$ cat config.mk
export PLATFORM = sky130hd
export DESIGN_NAME = rmseq_top
export DESIGN_NICKNAME = d
export VERILOG_FILES = /design/src/logic/rmseq_pkg.sv /design/src/logic/rmseq_bus_if.sv /design/src/logic/rmseq_serial.sv /design/src/logic/rmseq_top.sv
export SDC_FILE = /design/constraint.sdc
export NUM_CORES = 1
export LEC_CHECK = 0
export BUFFER_PORTS_ARGS = -buffer_cell sky130_fd_sc_hd__buf_2
export CORE_AREA = 2 2 166 168
export DETAILED_ROUTE_END_ITERATION = 8
export DIE_AREA = 0 0 168 170
export PLACE_DENSITY = 0.69
export SLEW_MARGIN = 10
export SYNTH_ARGS = -nofsm -noshare
export SYNTH_HDL_FRONTEND = slang
export SYNTH_SLANG_ARGS = --single-unit
$ cat constraint.sdc
create_clock -name core_clk -period 2.9 [get_ports core_clk]
set_input_delay 0.29 -clock core_clk [delete_from_list [all_inputs] [get_ports core_clk]]
set_output_delay 0.29 -clock core_clk [all_outputs]
set_load 0.05 [all_outputs]
$ cat src/logic/rmseq_pkg.sv
// constants, types and helpers shared by the radio mode sequencer
`default_nettype none
package rmseq_pkg;
  // ==========================================================
  // timing
  localparam int CLK_MHZ = 250;
  localparam int TURNON_US = 1400;
  localparam int RELOCK_US = 490;
  localparam int TURNON_CYC = TURNON_US * CLK_MHZ;
  localparam int RELOCK_CYC = RELOCK_US * CLK_MHZ;
  localparam int SER_HALF_NS = 50;
  localparam int SER_HALF_CYC = (SER_HALF_NS * CLK_MHZ + 999) / 1000;
  localparam int TMR_W = 20;
  localparam logic [4:0] SER_LAST_BIT = 5'h0F;
  localparam logic [5:0] SER_DIV_LAST = 6'(SER_HALF_CYC - 1);

  // ==========================================================
  // software register map of the sequencer
  localparam logic [7:0] SW_CMD = 8'h00;
  localparam logic [7:0] SW_CFGW = 8'h04;
  localparam logic [7:0] SW_STATUS = 8'h08;
  localparam logic [7:0] SW_TURNON = 8'h0C;
  localparam logic [7:0] SW_RELOCK = 8'h10;
  localparam logic [7:0] SW_OOK = 8'h14;
  localparam logic [7:0] SW_RATE = 8'h18;
  localparam logic [7:0] SW_BIAS = 8'h1C;
  localparam logic [7:0] SW_LAST_RD = 8'h20;
  localparam logic [31:0] OOK_RST = 32'h0000_0000;
  localparam logic [31:0] RATE_RST = 32'h0000_0000;
  localparam logic [15:0] BIAS_RST = 16'h0000;
  localparam logic [15:0] MIN_OOK_RATE = 16'h0060;

  // commands written to SW_CMD
  localparam logic [2:0] CMD_NONE = 3'h0;
  localparam logic [2:0] CMD_CFG_DONE = 3'h1;
  localparam logic [2:0] CMD_RX = 3'h2;
  localparam logic [2:0] CMD_TX = 3'h3;
  localparam logic [2:0] CMD_PD = 3'h4;

  // ==========================================================
  // device registers and fields reached over the serial port
  localparam logic [6:0] DEV_MAIN = 7'h00;
  localparam logic [6:0] DEV_MODEM = 7'h08;
  localparam logic [6:0] DEV_GAIN_TWO = 7'h10;
  localparam logic [6:0] DEV_BIAS = 7'h12;
  localparam logic [6:0] DEV_CAL = 7'h14;
  localparam logic [6:0] DEV_STATUS = 7'h40;
  localparam int MAIN_RESET_N = 0;
  localparam int MAIN_XOSC_PD = 1;
  localparam int MAIN_FS_PD = 2;
  localparam int MAIN_TX_PD = 3;
  localparam int MAIN_RX_PD = 4;
  localparam int MAIN_DIR_TX = 7;
  localparam logic [7:0] CAL_START_WORD = 8'h80;
  localparam int STAT_CAL_DONE = 7;
  localparam int STAT_LOCK = 4;
  localparam logic [7:0] GAIN_AVG_MASK = 8'h03;
  localparam logic [7:0] MODEM_MANCH = 8'h01;
  localparam logic [7:0] MODEM_AFC = 8'h80;

  // ==========================================================
  // types
  typedef enum logic [1:0] {
    MODE_PD = 2'h0,
    MODE_RX = 2'h1,
    MODE_TX = 2'h2
  } rmseq_mode_t;

  typedef enum logic [12:0] {
    ST_RST_ASSERT = 13'h0001,
    ST_RST_RELEASE = 13'h0002,
    ST_CONFIG = 13'h0004,
    ST_WAKE = 13'h0008,
    ST_CAL_START = 13'h0010,
    ST_CAL_POLL = 13'h0020,
    ST_LOCK_POLL = 13'h0040,
    ST_BIAS = 13'h0080,
    ST_OOK_GAIN = 13'h0100,
    ST_OOK_MODEM = 13'h0200,
    ST_SETUP = 13'h0400,
    ST_SETTLE = 13'h0800,
    ST_ACTIVE = 13'h1000
  } rmseq_state_t;

  // main control word: separate power-down bits per section
  function automatic logic [7:0] main_word(input logic rst_n, input logic fs_on,
                                            input logic rx_on, input logic tx_on,
                                            input logic dir_tx);
    logic [7:0] w;
    w = 8'h00;
    w[MAIN_RESET_N] = rst_n;
    w[MAIN_XOSC_PD] = 1'b0;
    w[MAIN_FS_PD] = ~fs_on;
    w[MAIN_RX_PD] = ~rx_on;
    w[MAIN_TX_PD] = ~tx_on;
    w[MAIN_DIR_TX] = dir_tx;
    return w;
  endfunction : main_word
endpackage : rmseq_pkg
`default_nettype wire

$ cat src/logic/rmseq_bus_if.sv
// request and answer signals between sequencer and serial engine
`timescale 1ns/1ns
`default_nettype none
interface rmseq_bus_if;
  logic req;
  logic wr;
  logic [6:0] addr;
  logic [7:0] wdata;
  logic busy;
  logic done;
  logic [7:0] rdata;
  modport master (output req, output wr, output addr, output wdata,
                  input busy, input done, input rdata);
  modport engine (input req, input wr, input addr, input wdata,
                  output busy, output done, output rdata);
endinterface : rmseq_bus_if
`default_nettype wire

$ cat src/logic/rmseq_serial.sv
// four-wire serial configuration engine: 7 address bits, r/w, 8 data bits
`timescale 1ns/1ns
`default_nettype none
module rmseq_serial (
  input wire logic core_clk,
  input wire logic rst,
  rmseq_bus_if.engine bus,
  output logic ser_sel_n,
  output logic ser_clk,
  output logic ser_dout,
  input wire logic ser_din
);
  import rmseq_pkg::*;

  logic din_meta;
  logic din_sync;
  logic [5:0] div;
  logic [4:0] bitn;
  logic [15:0] shreg;
  logic [7:0] rshift;

  // ==========================================================
  // input synchroniser for the device data out pin
  always_ff @(posedge core_clk) begin
    if (rst) begin
      din_meta <= 1'b0;
      din_sync <= 1'b0;
    end else begin
      din_meta <= ser_din;
      din_sync <= din_meta;
    end
  end

  // ==========================================================
  // frame engine: data changes on clock low, device samples on rising edge
  always_ff @(posedge core_clk) begin
    if (rst) begin
      bus.busy <= 1'b0;
      bus.done <= 1'b0;
      bus.rdata <= 8'h00;
      ser_sel_n <= 1'b1;
      ser_clk <= 1'b0;
      ser_dout <= 1'b0;
      div <= 6'h00;
      bitn <= 5'h00;
      shreg <= 16'h0000;
      rshift <= 8'h00;
    end else begin
      bus.done <= 1'b0;
      if (!bus.busy) begin
        if (bus.req) begin
          bus.busy <= 1'b1;
          ser_sel_n <= 1'b0;
          ser_clk <= 1'b0;
          ser_dout <= bus.addr[6];
          shreg <= {bus.addr, bus.wr, bus.wdata};
          div <= 6'h00;
          bitn <= 5'h00;
        end
      end else if (div == SER_DIV_LAST) begin
        div <= 6'h00;
        if (!ser_clk) begin
          ser_clk <= 1'b1;
          rshift <= {rshift[6:0], din_sync}; // last eight samples are read data
        end else begin
          ser_clk <= 1'b0;
          if (bitn == SER_LAST_BIT) begin
            bus.busy <= 1'b0;
            bus.done <= 1'b1;
            bus.rdata <= rshift;
            ser_sel_n <= 1'b1; // idle select high, also through power-down R18
          end else begin
            bitn <= bitn + 5'h01;
            shreg <= {shreg[14:0], 1'b0};
            ser_dout <= shreg[14];
          end
        end
      end else begin
        div <= div + 6'h01;
      end
    end
  end
endmodule : rmseq_serial
`default_nettype wire

$ cat src/logic/rmseq_top.sv
// host-side mode and power sequencer for a uhf transceiver
//
// Notes on behaviour
// device powers sections down by separate bits
// soft reset first after power-up
// config writes any order, only non-defaults
// reset, init, rx cal, tx cal, then use
// leave power-down by wake then setup
// rx/tx swap uses setup step only
// turn-on settles 1400 us narrowest loop
// rx/tx relock up to 490 us
// bias set per direction before use
// zero deviation mantissa selects on-off keying
// on-off keying transmit uses full depth
// on-off receive slices against carrier threshold
// on-off keying needs gain averaging three
// filter four or two times symbol rate
// on-off keying always manchester coded
// no frequency correction with on-off keying
// on-off keying never below 9.6 kbaud
// select pin high during power-down
// start calibration, poll done bit
// check lock, recalibrate when unlocked
// hold data until settling timer expires
//
// The strobed register port and the address map were decided locally.
`timescale 1ns/1ns
`default_nettype none
module rmseq_top #(
  parameter int TURNON_DEF = rmseq_pkg::TURNON_CYC,
  parameter int RELOCK_DEF = rmseq_pkg::RELOCK_CYC
) (
  input wire logic core_clk,
  input wire logic rst,
  input wire logic [7:0] sw_addr,
  input wire logic [31:0] sw_wdata,
  input wire logic sw_wr,
  input wire logic sw_rd,
  output logic [31:0] sw_rdata,
  output logic conf_sel_n,
  output logic conf_clk,
  output logic conf_dout,
  input wire logic conf_din,
  output logic data_enable,
  output logic [1:0] radio_mode
);
  import rmseq_pkg::*;

  rmseq_bus_if bus ();
  rmseq_state_t state;
  rmseq_mode_t mode;
  rmseq_mode_t target;
  logic in_init;
  logic from_pd;
  logic issued;
  logic [3:0] retries;
  logic [2:0] cmd;
  logic cmd_take;
  logic cfg_pend;
  logic [14:0] cfg_word;
  logic [TMR_W-1:0] turnon_cyc;
  logic [TMR_W-1:0] relock_cyc;
  logic [TMR_W-1:0] tmr;
  logic [31:0] ook_cfg;
  logic [31:0] rate_cfg;
  logic [15:0] bias_cfg;
  logic [7:0] last_rd;
  logic ook_bad;
  logic op_need;
  logic op_wr;
  logic [6:0] op_addr;
  logic [7:0] op_data;
  logic [31:0] next_rdata;

  // on-off keying limits: rate in 100 baud units, filter in 100 Hz units
  function automatic logic ook_invalid(input logic [15:0] rate, input logic [15:0] bw);
    logic [17:0] need;
    need = (rate <= MIN_OOK_RATE) ? {rate, 2'b00} : {1'b0, rate, 1'b0};
    return (rate < MIN_OOK_RATE) || ({2'b00, bw} < need);
  endfunction : ook_invalid

  // ==========================================================
  // serial engine
  rmseq_serial u_serial (
    .core_clk(core_clk),
    .rst(rst),
    .bus(bus.engine),
    .ser_sel_n(conf_sel_n),
    .ser_clk(conf_clk),
    .ser_dout(conf_dout),
    .ser_din(conf_din)
  );

  assign ook_bad = ook_cfg[0] && ook_invalid(rate_cfg[15:0], rate_cfg[31:16]);
  assign cmd_take = (cmd != CMD_NONE) &&
                    (state == ST_ACTIVE || (state == ST_CONFIG && !cfg_pend && !issued));

  // ==========================================================
  // software registers
  always_ff @(posedge core_clk) begin
    if (rst) begin
      turnon_cyc <= TMR_W'(TURNON_DEF);
      relock_cyc <= TMR_W'(RELOCK_DEF);
      ook_cfg <= OOK_RST;
      rate_cfg <= RATE_RST;
      bias_cfg <= BIAS_RST;
    end else if (sw_wr) begin
      case (sw_addr)
        SW_TURNON: turnon_cyc <= sw_wdata[TMR_W-1:0];
        SW_RELOCK: relock_cyc <= sw_wdata[TMR_W-1:0];
        SW_OOK: ook_cfg <= sw_wdata;
        SW_RATE: rate_cfg <= sw_wdata;
        SW_BIAS: bias_cfg <= sw_wdata[15:0];
        default: ;
      endcase
    end
  end

  // command latch: a new write wins over the take in the same cycle
  always_ff @(posedge core_clk) begin
    if (rst) begin
      cmd <= CMD_NONE;
    end else if (sw_wr && sw_addr == SW_CMD) begin
      cmd <= sw_wdata[2:0];
    end else if (cmd_take) begin
      cmd <= CMD_NONE;
    end
  end

  // raw configuration write, accepted only while configuring
  always_ff @(posedge core_clk) begin
    if (rst) begin
      cfg_pend <= 1'b0;
      cfg_word <= 15'h0000;
    end else if (sw_wr && sw_addr == SW_CFGW && state == ST_CONFIG && !cfg_pend) begin
      cfg_pend <= 1'b1;
      cfg_word <= sw_wdata[14:0];
    end else if (state == ST_CONFIG && !issued && !bus.busy) begin
      cfg_pend <= 1'b0;
    end
  end

  // read port: data stand one cycle after the strobe only
  always_comb begin
    next_rdata = 32'h0000_0000;
    case (sw_addr)
      SW_STATUS: next_rdata = {9'h000, cmd != CMD_NONE, ook_bad, cfg_pend, data_enable,
                               mode, retries, state};
      SW_TURNON: next_rdata[TMR_W-1:0] = turnon_cyc;
      SW_RELOCK: next_rdata[TMR_W-1:0] = relock_cyc;
      SW_OOK: next_rdata = ook_cfg;
      SW_RATE: next_rdata = rate_cfg;
      SW_BIAS: next_rdata[15:0] = bias_cfg;
      SW_LAST_RD: next_rdata[7:0] = last_rd;
      default: next_rdata = 32'h0000_0000;
    endcase
  end

  always_ff @(posedge core_clk) begin
    if (rst) begin
      sw_rdata <= 32'h0000_0000;
    end else begin
      sw_rdata <= sw_rd ? next_rdata : 32'h0000_0000;
    end
  end

  // ==========================================================
  // device access belonging to each state
  always_comb begin
    op_need = 1'b1;
    op_wr = 1'b1;
    op_addr = DEV_MAIN;
    op_data = 8'h00;
    case (state)
      ST_RST_ASSERT: op_data = main_word(1'b0, 1'b0, 1'b0, 1'b0, 1'b0);
      ST_RST_RELEASE: op_data = main_word(1'b1, 1'b0, 1'b0, 1'b0, 1'b0);
      ST_CONFIG: begin
        op_need = cfg_pend;
        op_addr = cfg_word[14:8];
        op_data = cfg_word[7:0];
      end
      ST_WAKE: op_data = main_word(1'b1, 1'b1, 1'b0, 1'b0, target == MODE_TX);
      ST_CAL_START: begin
        op_addr = DEV_CAL;
        op_data = CAL_START_WORD;
      end
      ST_CAL_POLL, ST_LOCK_POLL: begin
        op_wr = 1'b0;
        op_addr = DEV_STATUS;
      end
      ST_BIAS: begin
        op_addr = DEV_BIAS;
        op_data = (target == MODE_TX) ? bias_cfg[15:8] : bias_cfg[7:0];
      end
      ST_OOK_GAIN: begin
        op_addr = DEV_GAIN_TWO;
        op_data = ook_cfg[15:8] | GAIN_AVG_MASK;
      end
      ST_OOK_MODEM: begin
        op_addr = DEV_MODEM;
        op_data = (ook_cfg[23:16] | MODEM_MANCH) & ~MODEM_AFC;
      end
      ST_SETUP: op_data = main_word(1'b1, target != MODE_PD, target == MODE_RX,
                                    target == MODE_TX, target == MODE_TX);
      default: op_need = 1'b0;
    endcase
  end

  // request issue towards the serial engine
  always_ff @(posedge core_clk) begin
    if (rst) begin
      bus.req <= 1'b0;
      bus.wr <= 1'b1;
      bus.addr <= 7'h00;
      bus.wdata <= 8'h00;
      issued <= 1'b0;
    end else begin
      bus.req <= 1'b0;
      if (bus.done) begin
        issued <= 1'b0;
      end else if (op_need && !issued && !bus.busy) begin
        bus.req <= 1'b1;
        bus.wr <= op_wr;
        bus.addr <= op_addr;
        bus.wdata <= op_data;
        issued <= 1'b1;
      end
    end
  end

  // last byte read from the device
  always_ff @(posedge core_clk) begin
    if (rst) begin
      last_rd <= 8'h00;
    end else if (bus.done && !bus.wr) begin
      last_rd <= bus.rdata;
    end
  end

  // ==========================================================
  // sequencer
  always_ff @(posedge core_clk) begin
    if (rst) begin
      state <= ST_RST_ASSERT;
      mode <= MODE_PD;
      target <= MODE_PD;
      in_init <= 1'b0;
      from_pd <= 1'b0;
      retries <= 4'h0;
    end else begin
      case (state)
        ST_RST_ASSERT: if (bus.done) state <= ST_RST_RELEASE;
        ST_RST_RELEASE: if (bus.done) state <= ST_CONFIG;
        ST_CONFIG: begin
          if (cmd_take && cmd == CMD_CFG_DONE) begin
            in_init <= 1'b1;
            target <= MODE_RX;
            state <= ST_WAKE;
          end
        end
        ST_WAKE: if (bus.done) state <= in_init ? ST_CAL_START : ST_BIAS;
        ST_CAL_START: if (bus.done) state <= ST_CAL_POLL;
        ST_CAL_POLL: begin
          if (bus.done && bus.rdata[STAT_CAL_DONE]) state <= ST_LOCK_POLL;
        end
        ST_LOCK_POLL: begin
          if (bus.done) begin
            if (!bus.rdata[STAT_LOCK]) begin
              retries <= retries + 4'h1;
              state <= ST_CAL_START;
            end else if (target == MODE_RX) begin
              target <= MODE_TX;
              state <= ST_WAKE;
            end else begin
              target <= MODE_PD;
              in_init <= 1'b0;
              state <= ST_SETUP;
            end
          end
        end
        ST_BIAS: if (bus.done) state <= ook_cfg[0] ? ST_OOK_GAIN : ST_SETUP;
        ST_OOK_GAIN: if (bus.done) state <= ST_OOK_MODEM;
        ST_OOK_MODEM: if (bus.done) state <= ST_SETUP;
        ST_SETUP: begin
          if (bus.done) begin
            mode <= target;
            state <= (target == MODE_PD) ? ST_ACTIVE : ST_SETTLE;
          end
        end
        ST_SETTLE: if (tmr == '0) state <= ST_ACTIVE;
        ST_ACTIVE: begin
          if (cmd_take && cmd == CMD_PD && mode != MODE_PD) begin
            target <= MODE_PD;
            state <= ST_SETUP;
          end else if (cmd_take && (cmd == CMD_RX || cmd == CMD_TX) && !ook_bad) begin
            if ((cmd == CMD_RX) != (mode == MODE_RX) || mode == MODE_PD) begin
              target <= (cmd == CMD_TX) ? MODE_TX : MODE_RX;
              from_pd <= (mode == MODE_PD);
              state <= (mode == MODE_PD) ? ST_WAKE : ST_BIAS;
            end
          end
        end
        default: state <= ST_RST_ASSERT;
      endcase
    end
  end

  // settling timer: turn-on after wake, relock after direct swap
  always_ff @(posedge core_clk) begin
    if (rst) begin
      tmr <= '0;
    end else if (state == ST_SETUP && bus.done) begin
      tmr <= from_pd ? turnon_cyc : relock_cyc;
    end else if (tmr != '0) begin
      tmr <= tmr - TMR_W'(1);
    end
  end

  // data hold-off and mode outputs
  always_ff @(posedge core_clk) begin
    if (rst) begin
      data_enable <= 1'b0;
      radio_mode <= MODE_PD;
    end else begin
      data_enable <= (state == ST_ACTIVE) && (mode != MODE_PD);
      radio_mode <= mode;
    end
  end
endmodule : rmseq_top
`default_nettype wire

==> flow_metrics.env, run 1 <==
export IMPL_cp_max_fo=13
export IMPL_hpwlAfterDp_mm=29.7
export IMPL_critical_path_class="reg2reg"
export IMPL_yosysSeqAreaShare=0.444
export IMPL_worstMarginPinSlew_ns=0.871
export IMPL_drt_pass1_iterations=7
export IMPL_cp_arrival_ns=3.57
export IMPL_worstSetupEndpointType="flip-flop"
export IMPL_netlist_area_sq_um=13200
export IMPL_max_slew_margin=0.416
export IMPL_synth_seq_cells=292
export IMPL_yosys_warnings=0
export IMPL_p_int_mw=7.60
export IMPL_swShare=0.275
export IMPL_die_x_microns=168
export IMPL_clk_latency_ns=0.51
export IMPL_antenna_found_initial=0
export IMPL_leakage_nw=5.66
export IMPL_overflow=0
export IMPL_drtIter0Drc=1328
export IMPL_fin_ws_ns=-0.244
export IMPL_drc=0
export IMPL_initial_core_util=0.493
export IMPL_cts_sinks=292
export IMPL_wl_mm=41.8
export IMPL_use_met3=0.0535
export IMPL_grt_pass1_wl_mm=63.8
export IMPL_drv_slew=0
export IMPL_grt_usage=0.286
export IMPL_critPathSlowestCell="or4_4"
export IMPL_grt_max_degree=99
export IMPL_place_area_sq_um=14300
export IMPL_worst_setup_path_start_kind="flip-flop"
export IMPL_fin_setup_tns_ns=-2.86
export IMPL_syn_avg_cell_area_sq_um=8.22
export IMPL_clk_path_buf_depth=3
export IMPL_route_vias_total=12270
export IMPL_powerDensity_nw_per_um2=678
export IMPL_grt_pass1_vias=11254
export IMPL_n_antenna_cell=0
export IMPL_synth_top_cells_by_area="dfxtp_1, nand2_1, a21oi_1"
export IMPL_setup_viol_count_final=17
export IMPL_clock_root_buffer="clkbuf_16"
export IMPL_outcome="finished, violations left"
export IMPL_rsz0062_at_grt="yes"
export IMPL_p_seq_frac=0.423
export IMPL_syn_to_final_growth_pct=17.7
export IMPL_num_fill_cells=2461
export IMPL_synth_common_cells="nand2_1, dfxtp_1, a21oi_1, nor2_1, clkbuf_1"
export IMPL_yosys_area_top_type="dfxtp_1"
export IMPL_place_congestion=0.999
export IMPL_required_ns=3.33
export IMPL_gr_usage_met1=0.376
export IMPL_hold_viol=0
export IMPL_ys_async_sr_fraction=0
export IMPL_die_h_microns=170
export IMPL_cts_clk_slew_worst_paths_ns=0.06
export IMPL_max_stage_delay_ns=0.54
export IMPL_drt_antenna_violating_nets=0
export IMPL_io_pins=83
export IMPL_synth_cells=1599
export IMPL_met2_usage=0.451
export IMPL_numCtsBuffers=34
export IMPL_fin_nets=1759
export IMPL_crit_chain="or4_4 -> nor2_4 -> o21ai_4 -> mux2i_1 -> ha_1 -> o21ai_0 -> nor4_2 -> a221oi_2 -> a21oi_2 -> o2111ai_2 -> buf_12 -> or3_1 -> a21oi_1"
export IMPL_synthesis_nets=1664
export IMPL_clock_power_share=0.408
export IMPL_r2r_slack_ns=-0.24
export IMPL_hold_class="in2reg"
export IMPL_max_vdd_ir_drop_mv=0.381
export IMPL_ys_flop_type="dfxtp_1"
export IMPL_row_count=60
export IMPL_drive_gt1_frac=0.157
export IMPL_vias_per_cell=5.96
export IMPL_violations="negative setup slack"
export IMPL_tritoncts="yes"
export IMPL_yosysMostFrequentCell="nand2_1"
export IMPL_wl_per_cell_microns=20.3
export IMPL_fin_area_sq_um=15500
export IMPL_core_sq_um=26700
export IMPL_htree_num_levels=2
export IMPL_dieArea_sq_um=28600
export IMPL_synth_top_area_share=0.444
export IMPL_maxCapViolations=0
export IMPL_skew_ns=0.0189
export IMPL_combPwrFrac=0.169
export IMPL_min_period_ns=3.14
export IMPL_clock_fmax_ghz=0.318
export IMPL_p_switching_mw=2.89
export IMPL_synth_edf_count=0
export IMPL_top_usage_layer="met2"
export IMPL_numPortBuffers=82
export IMPL_period_share=1.08
export IMPL_synth_cell_types=76
-- repair_timing --
action,in CTS,in global routing
hold buffers,1,0
buffers inserted,1,2
setup endpoints to repair,16,25
endpoints found under the hold margin,1,0
pin swaps,4,1
resized for setup,7,7
gates cloned,0,0
-- registers in the layout, indices dropped and copies added (netlist names), 3 cells and up --
name	cells
rate_cfg	32
u_serial.bus.rdata	8
turnon_cyc	20
state	13
u_serial.bitn	5
bus.addr	7
relock_cyc	20
u_serial.div	6
last_rd	8
u_serial.shreg	15
u_serial.rshift	8
cmd	3
sw_rdata	32
ook_cfg	32
retries	4
bias_cfg	16
bus.wdata	8
tmr	20
cfg_word	15
-- final cells by class --
| type | instances | area [sq um] | area share |
|---|---|---|---|
| Clock buffer | 47 | 971 | 0.0627 |
| Clock inverter | 13 | 144 | 0.00930 |
| Inverter | 20 | 75.1 | 0.00485 |
| Multi-Input combinational cell | 1175 | 6890 | 0.445 |
| Sequential cell | 292 | 5850 | 0.378 |
| Tap cell | 341 | 427 | 0.0276 |
| Timing Repair Buffer | 171 | 1120 | 0.0727 |
-- power by group through the flow --
stage | Combinational [mW] | Sequential (mW) | Clock, mW
finish | 1.77 | 4.43 | 4.28
CTS | 1.74 | 4.43 | 4.31
floorplan | 1.28 | 4.48 | 0
global route | 1.97 | 4.46 | 4.48
detailed placement | 1.73 | 4.51 | 0
global placement | 1.70 | 4.50 | 0
-- placed cells by master, fill, tap and decap left out, types with 14 or more instances in the layout --
cell type,instances
a222oi_1,19
xor2_1,20
clkbuf_16,35
nand3_1,42
nor2_1,144
buf_2,81
nor2b_1,14
inv_1,19
nor3_1,28
a22oi_1,43
buf_4,85
ha_1,20
nand3b_1,23
dfxtp_1,291
a21oi_1,169
o21ai_0,21
a211oi_1,43
mux2i_1,73
nand2_1,334
-- worst max-delay path, delay by kind of cell (launching register included) --
kind                     cells  cell delay, ns
AND/OR/NAND/NOR              4            1.26
AO/OA/AOI/OAI                6            0.87
flip-flops                   1            0.32
adder cells (fa/ha/maj)      1            0.28
buffers and inverters        1            0.18
multiplexers                 1            0.14
-- per-stage QoR --
stage                     setup slack (ns)   util  total power, mW  instances  hold WS [ns]
after floorplan                    -0.0678      -             5.76       1599         0.411
after global placement              -0.259  0.535             6.20       1995         0.425
after detailed placement            -0.363  0.535             6.24       1995         0.434
after CTS                           -0.221  0.579             10.5       2057        0.0222
after global routing                -0.470  0.581             10.9       2059        0.0366
final                               -0.244  0.581             10.5       2059        0.0293
-- layer usage --
metal | vias up | wire length, microns
met4 | 0 | 2160
met3 | 110 | 3510
met5 | - | 0
met2 | 546 | 18700
met1 | 5785 | 17400
li1 | 5829 | -
-- logic make-up after synthesis --
logic type	after synthesis	synth area share
adders and majority gates	20	0.0190
muxes	83	0.0640
AOI/OAI and AO/OA	370	0.181
DFF	292	0.444
and+or+nand+nor	675	0.233
buffers and inverters	132	0.0401
xor gates and xnor gates	27	0.0180
-- final timing paths --
path	to	from	cells past startpoint
min reg2reg	u_serial.din_sync$_SDFF_PP0_	u_serial.din_meta$_SDFF_PP0_	1
max reg2reg	state[1]$_SDFFE_PP0P_	rate_cfg[4]$_SDFFE_PP0P_	13
min	ook_cfg[23]$_SDFFE_PP0P_	sw_wdata[23]	3
max	state[1]$_SDFFE_PP0P_	rate_cfg[4]$_SDFFE_PP0P_	13
Note: power is estimated with default switching activity, not from simulation.
==> run 2, diff against run 1 <==
--- a/config.mk
+++ b/config.mk
@@ -10,6 +10,7 @@
 export DETAILED_ROUTE_END_ITERATION = 8
 export DIE_AREA = 0 0 168 170
 export PLACE_DENSITY = 0.69
+export SKIP_CTS_REPAIR_TIMING = 1
 export SLEW_MARGIN = 10
 export SYNTH_ARGS = -nofsm -noshare
 export SYNTH_HDL_FRONTEND = slang
==> constraint.sdc (replaced) <==
create_clock -name core_clk -period 2.9 [get_ports core_clk]
set_input_delay 0.725 -clock core_clk [delete_from_list [all_inputs] [get_ports core_clk]]
set_output_delay 0.725 -clock core_clk [all_outputs]
set_load 0.05 [all_outputs]
==> flow_metrics.env, run 2 (same netlist as run 1, synthesis figures left out) <==
export IMPL_wl_mm=41.4
export IMPL_n_antenna_cell=0
export IMPL_hpwlAfterDp_mm=29.3
export IMPL_htree_num_levels=1
export IMPL_drive_gt1_frac=0.166
export IMPL_grt_pass1_wl_mm=64.2
export IMPL_antenna_found_initial=1
export IMPL_layout_common_cells="nand2_1, dfxtp_1, a21oi_1"
export IMPL_die_x_microns=168
export IMPL_period_share=1.14
export IMPL_fin_nets=1769
export IMPL_holdPathStages=2
export IMPL_r2r_end="state[9]$_SDFFE_PP0P_"
export IMPL_vias_per_cell=5.98
export IMPL_top_regs="ook_cfg (32), rate_cfg (32), sw_rdata (32)"
export IMPL_die_h_microns=170
export IMPL_drc=1
export IMPL_finish_utilization=0.583
export IMPL_wl_per_cell_microns=20.0
export IMPL_dieArea_sq_um=28600
export IMPL_cts_sinks=292
export IMPL_r2r_slack_ns=-0.39
export IMPL_fin_ws_ns=-0.394
export IMPL_grt_pass1_vias=11426
export IMPL_clock_fmax_ghz=0.304
export IMPL_min_period_ns=3.29
export IMPL_drt_pass1_iterations=9
export IMPL_tritoncts="yes"
export IMPL_worstSetupEndpointType="flip-flop"
export IMPL_fin_setup_tns_ns=-4.87
export IMPL_required_ns=3.33
export IMPL_max_slew_margin=0.323
export IMPL_clock_root_buffer="clkbuf_16"
export IMPL_worstMarginPinSlew_ns=1.00
export IMPL_place_congestion=0.965
export IMPL_fin_area_sq_um=15500
export IMPL_critical_path_class="reg2reg"
export IMPL_cp_max_fo=8
export IMPL_clk_path_buf_depth=3
export IMPL_grt_usage=0.284
export IMPL_numCtsBuffers=31
export IMPL_drtIter0Drc=1782
export IMPL_core_sq_um=26700
export IMPL_maxCapViolations=0
export IMPL_final_common_cell="nand2_1"
export IMPL_syn_to_final_growth_pct=18.2
export IMPL_powerDensity_nw_per_um2=668
export IMPL_instances_no_fill=2068
export IMPL_hold_viol=0
export IMPL_violations="design-rule violations, negative setup slack"
export IMPL_clk_latency_ns=0.56
export IMPL_initial_core_util=0.493
export IMPL_place_inst=2002
export IMPL_drt_antenna_violating_nets=0
export IMPL_rsz0062_at_grt="yes"
export IMPL_holdPathEnd="u_serial.din_meta$_SDFF_PP0_"
export IMPL_skew_ns=0.0107
export IMPL_setup_viol_count_final=16
export IMPL_max_vdd_ir_drop_mv=0.509
export IMPL_r2r_cells=15
export IMPL_place_area_sq_um=14300
export IMPL_drv_slew=0
export IMPL_overflow=0
export IMPL_route_vias_total=12364
export IMPL_hold_class="in2reg"
export IMPL_row_count=60
export IMPL_cts_clk_slew_worst_paths_ns=0.06
export IMPL_numPortBuffers=82
export IMPL_worst_setup_path_start_kind="flip-flop"
export IMPL_cp_arrival_ns=3.72
export IMPL_hold_start="conf_din"
export IMPL_io_pins=83
export IMPL_outcome="finished, violations left"
export IMPL_r2r_start="rate_cfg[1]$_SDFFE_PP0P_"
export IMPL_grt_max_degree=125
export IMPL_leakage_nw=5.71
==> run 2: metrics by stage <==
stage / setup WS, ns / power, mW / hold slack (ns)
floorplan: -0.0678 / 5.76 / 0.414
global placement: -0.265 / 6.20 / 0.424
global route: -0.509 / 10.8 / 0.412
finish: -0.394 / 10.4 / 0.395
detailed placement: -0.366 / 6.24 / 0.439
CTS: -0.369 / 10.3 / 0.388
==> run 2: cell type report <==
cell class | count | area (sq um)
Inverter | 20 | 75.1
Clock inverter | 16 | 188
Tap cell | 341 | 427
Timing Repair Buffer | 184 | 1250
Fill cell | 2378 | 11100
Multi-Input combinational cell | 1175 | 6890
Sequential cell | 292 | 5850
Clock buffer | 40 | 860
==> run 2: report_power, final <==
group / total, mW / switching (mW) / internal [mW]
sequential: 4.43 / 0.186 / 4.24
combinational: 1.88 / 1.06 / 0.817
clock: 4.07 / 1.64 / 2.43
total: 10.4 / 2.89 / 7.49
==> run 2: worst max-delay path, stage by stage (launching register included) <==
cell       delay [ns]
dfxtp_2          0.32
or4_4            0.54
nor2_4           0.12
o21ai_4          0.10
buf_4            0.15
mux2i_1          0.12
ha_1             0.21
a211oi_2         0.21
o21ai_1          0.12
a221oi_2         0.36
a21oi_2          0.15
o2111ai_2        0.27
buf_12           0.16
buf_8            0.12
mux2i_1          0.18
nor2_1           0.05
==> run 2: worst max path at each step <==
stage / endpoint / slack [ns] / cells past startpoint / startpoint
global placement: state[1]$_SDFFE_PP0P_ / -0.26 / 13 / rate_cfg[4]$_SDFFE_PP0P_
CTS: state[8]$_SDFFE_PP0P_ / -0.37 / 13 / rate_cfg[4]$_SDFFE_PP0P_
finish: state[9]$_SDFFE_PP0P_ / -0.39 / 15 / rate_cfg[1]$_SDFFE_PP0P_
floorplan: state[10]$_SDFFE_PP0P_ / -0.07 / 13 / rate_cfg[4]$_SDFFE_PP0P_
global route: state[9]$_SDFFE_PP0P_ / -0.51 / 14 / rate_cfg[1]$_SDFFE_PP0P_
detailed placement: state[8]$_SDFFE_PP0P_ / -0.37 / 14 / rate_cfg[4]$_SDFFE_PP0P_
==> run 2: metal layers <==
| metal | up-vias | track usage | wire (microns) |
|---|---|---|---|
| li1 | 5849 | - | - |
| met1 | 5795 | 0.373 | 17100 |
| met2 | 572 | 0.452 | 18500 |
| met3 | 146 | 0.0451 | 3460 |
| met4 | 2 | 0.148 | 2360 |
| met5 | - | 0 | 13 |
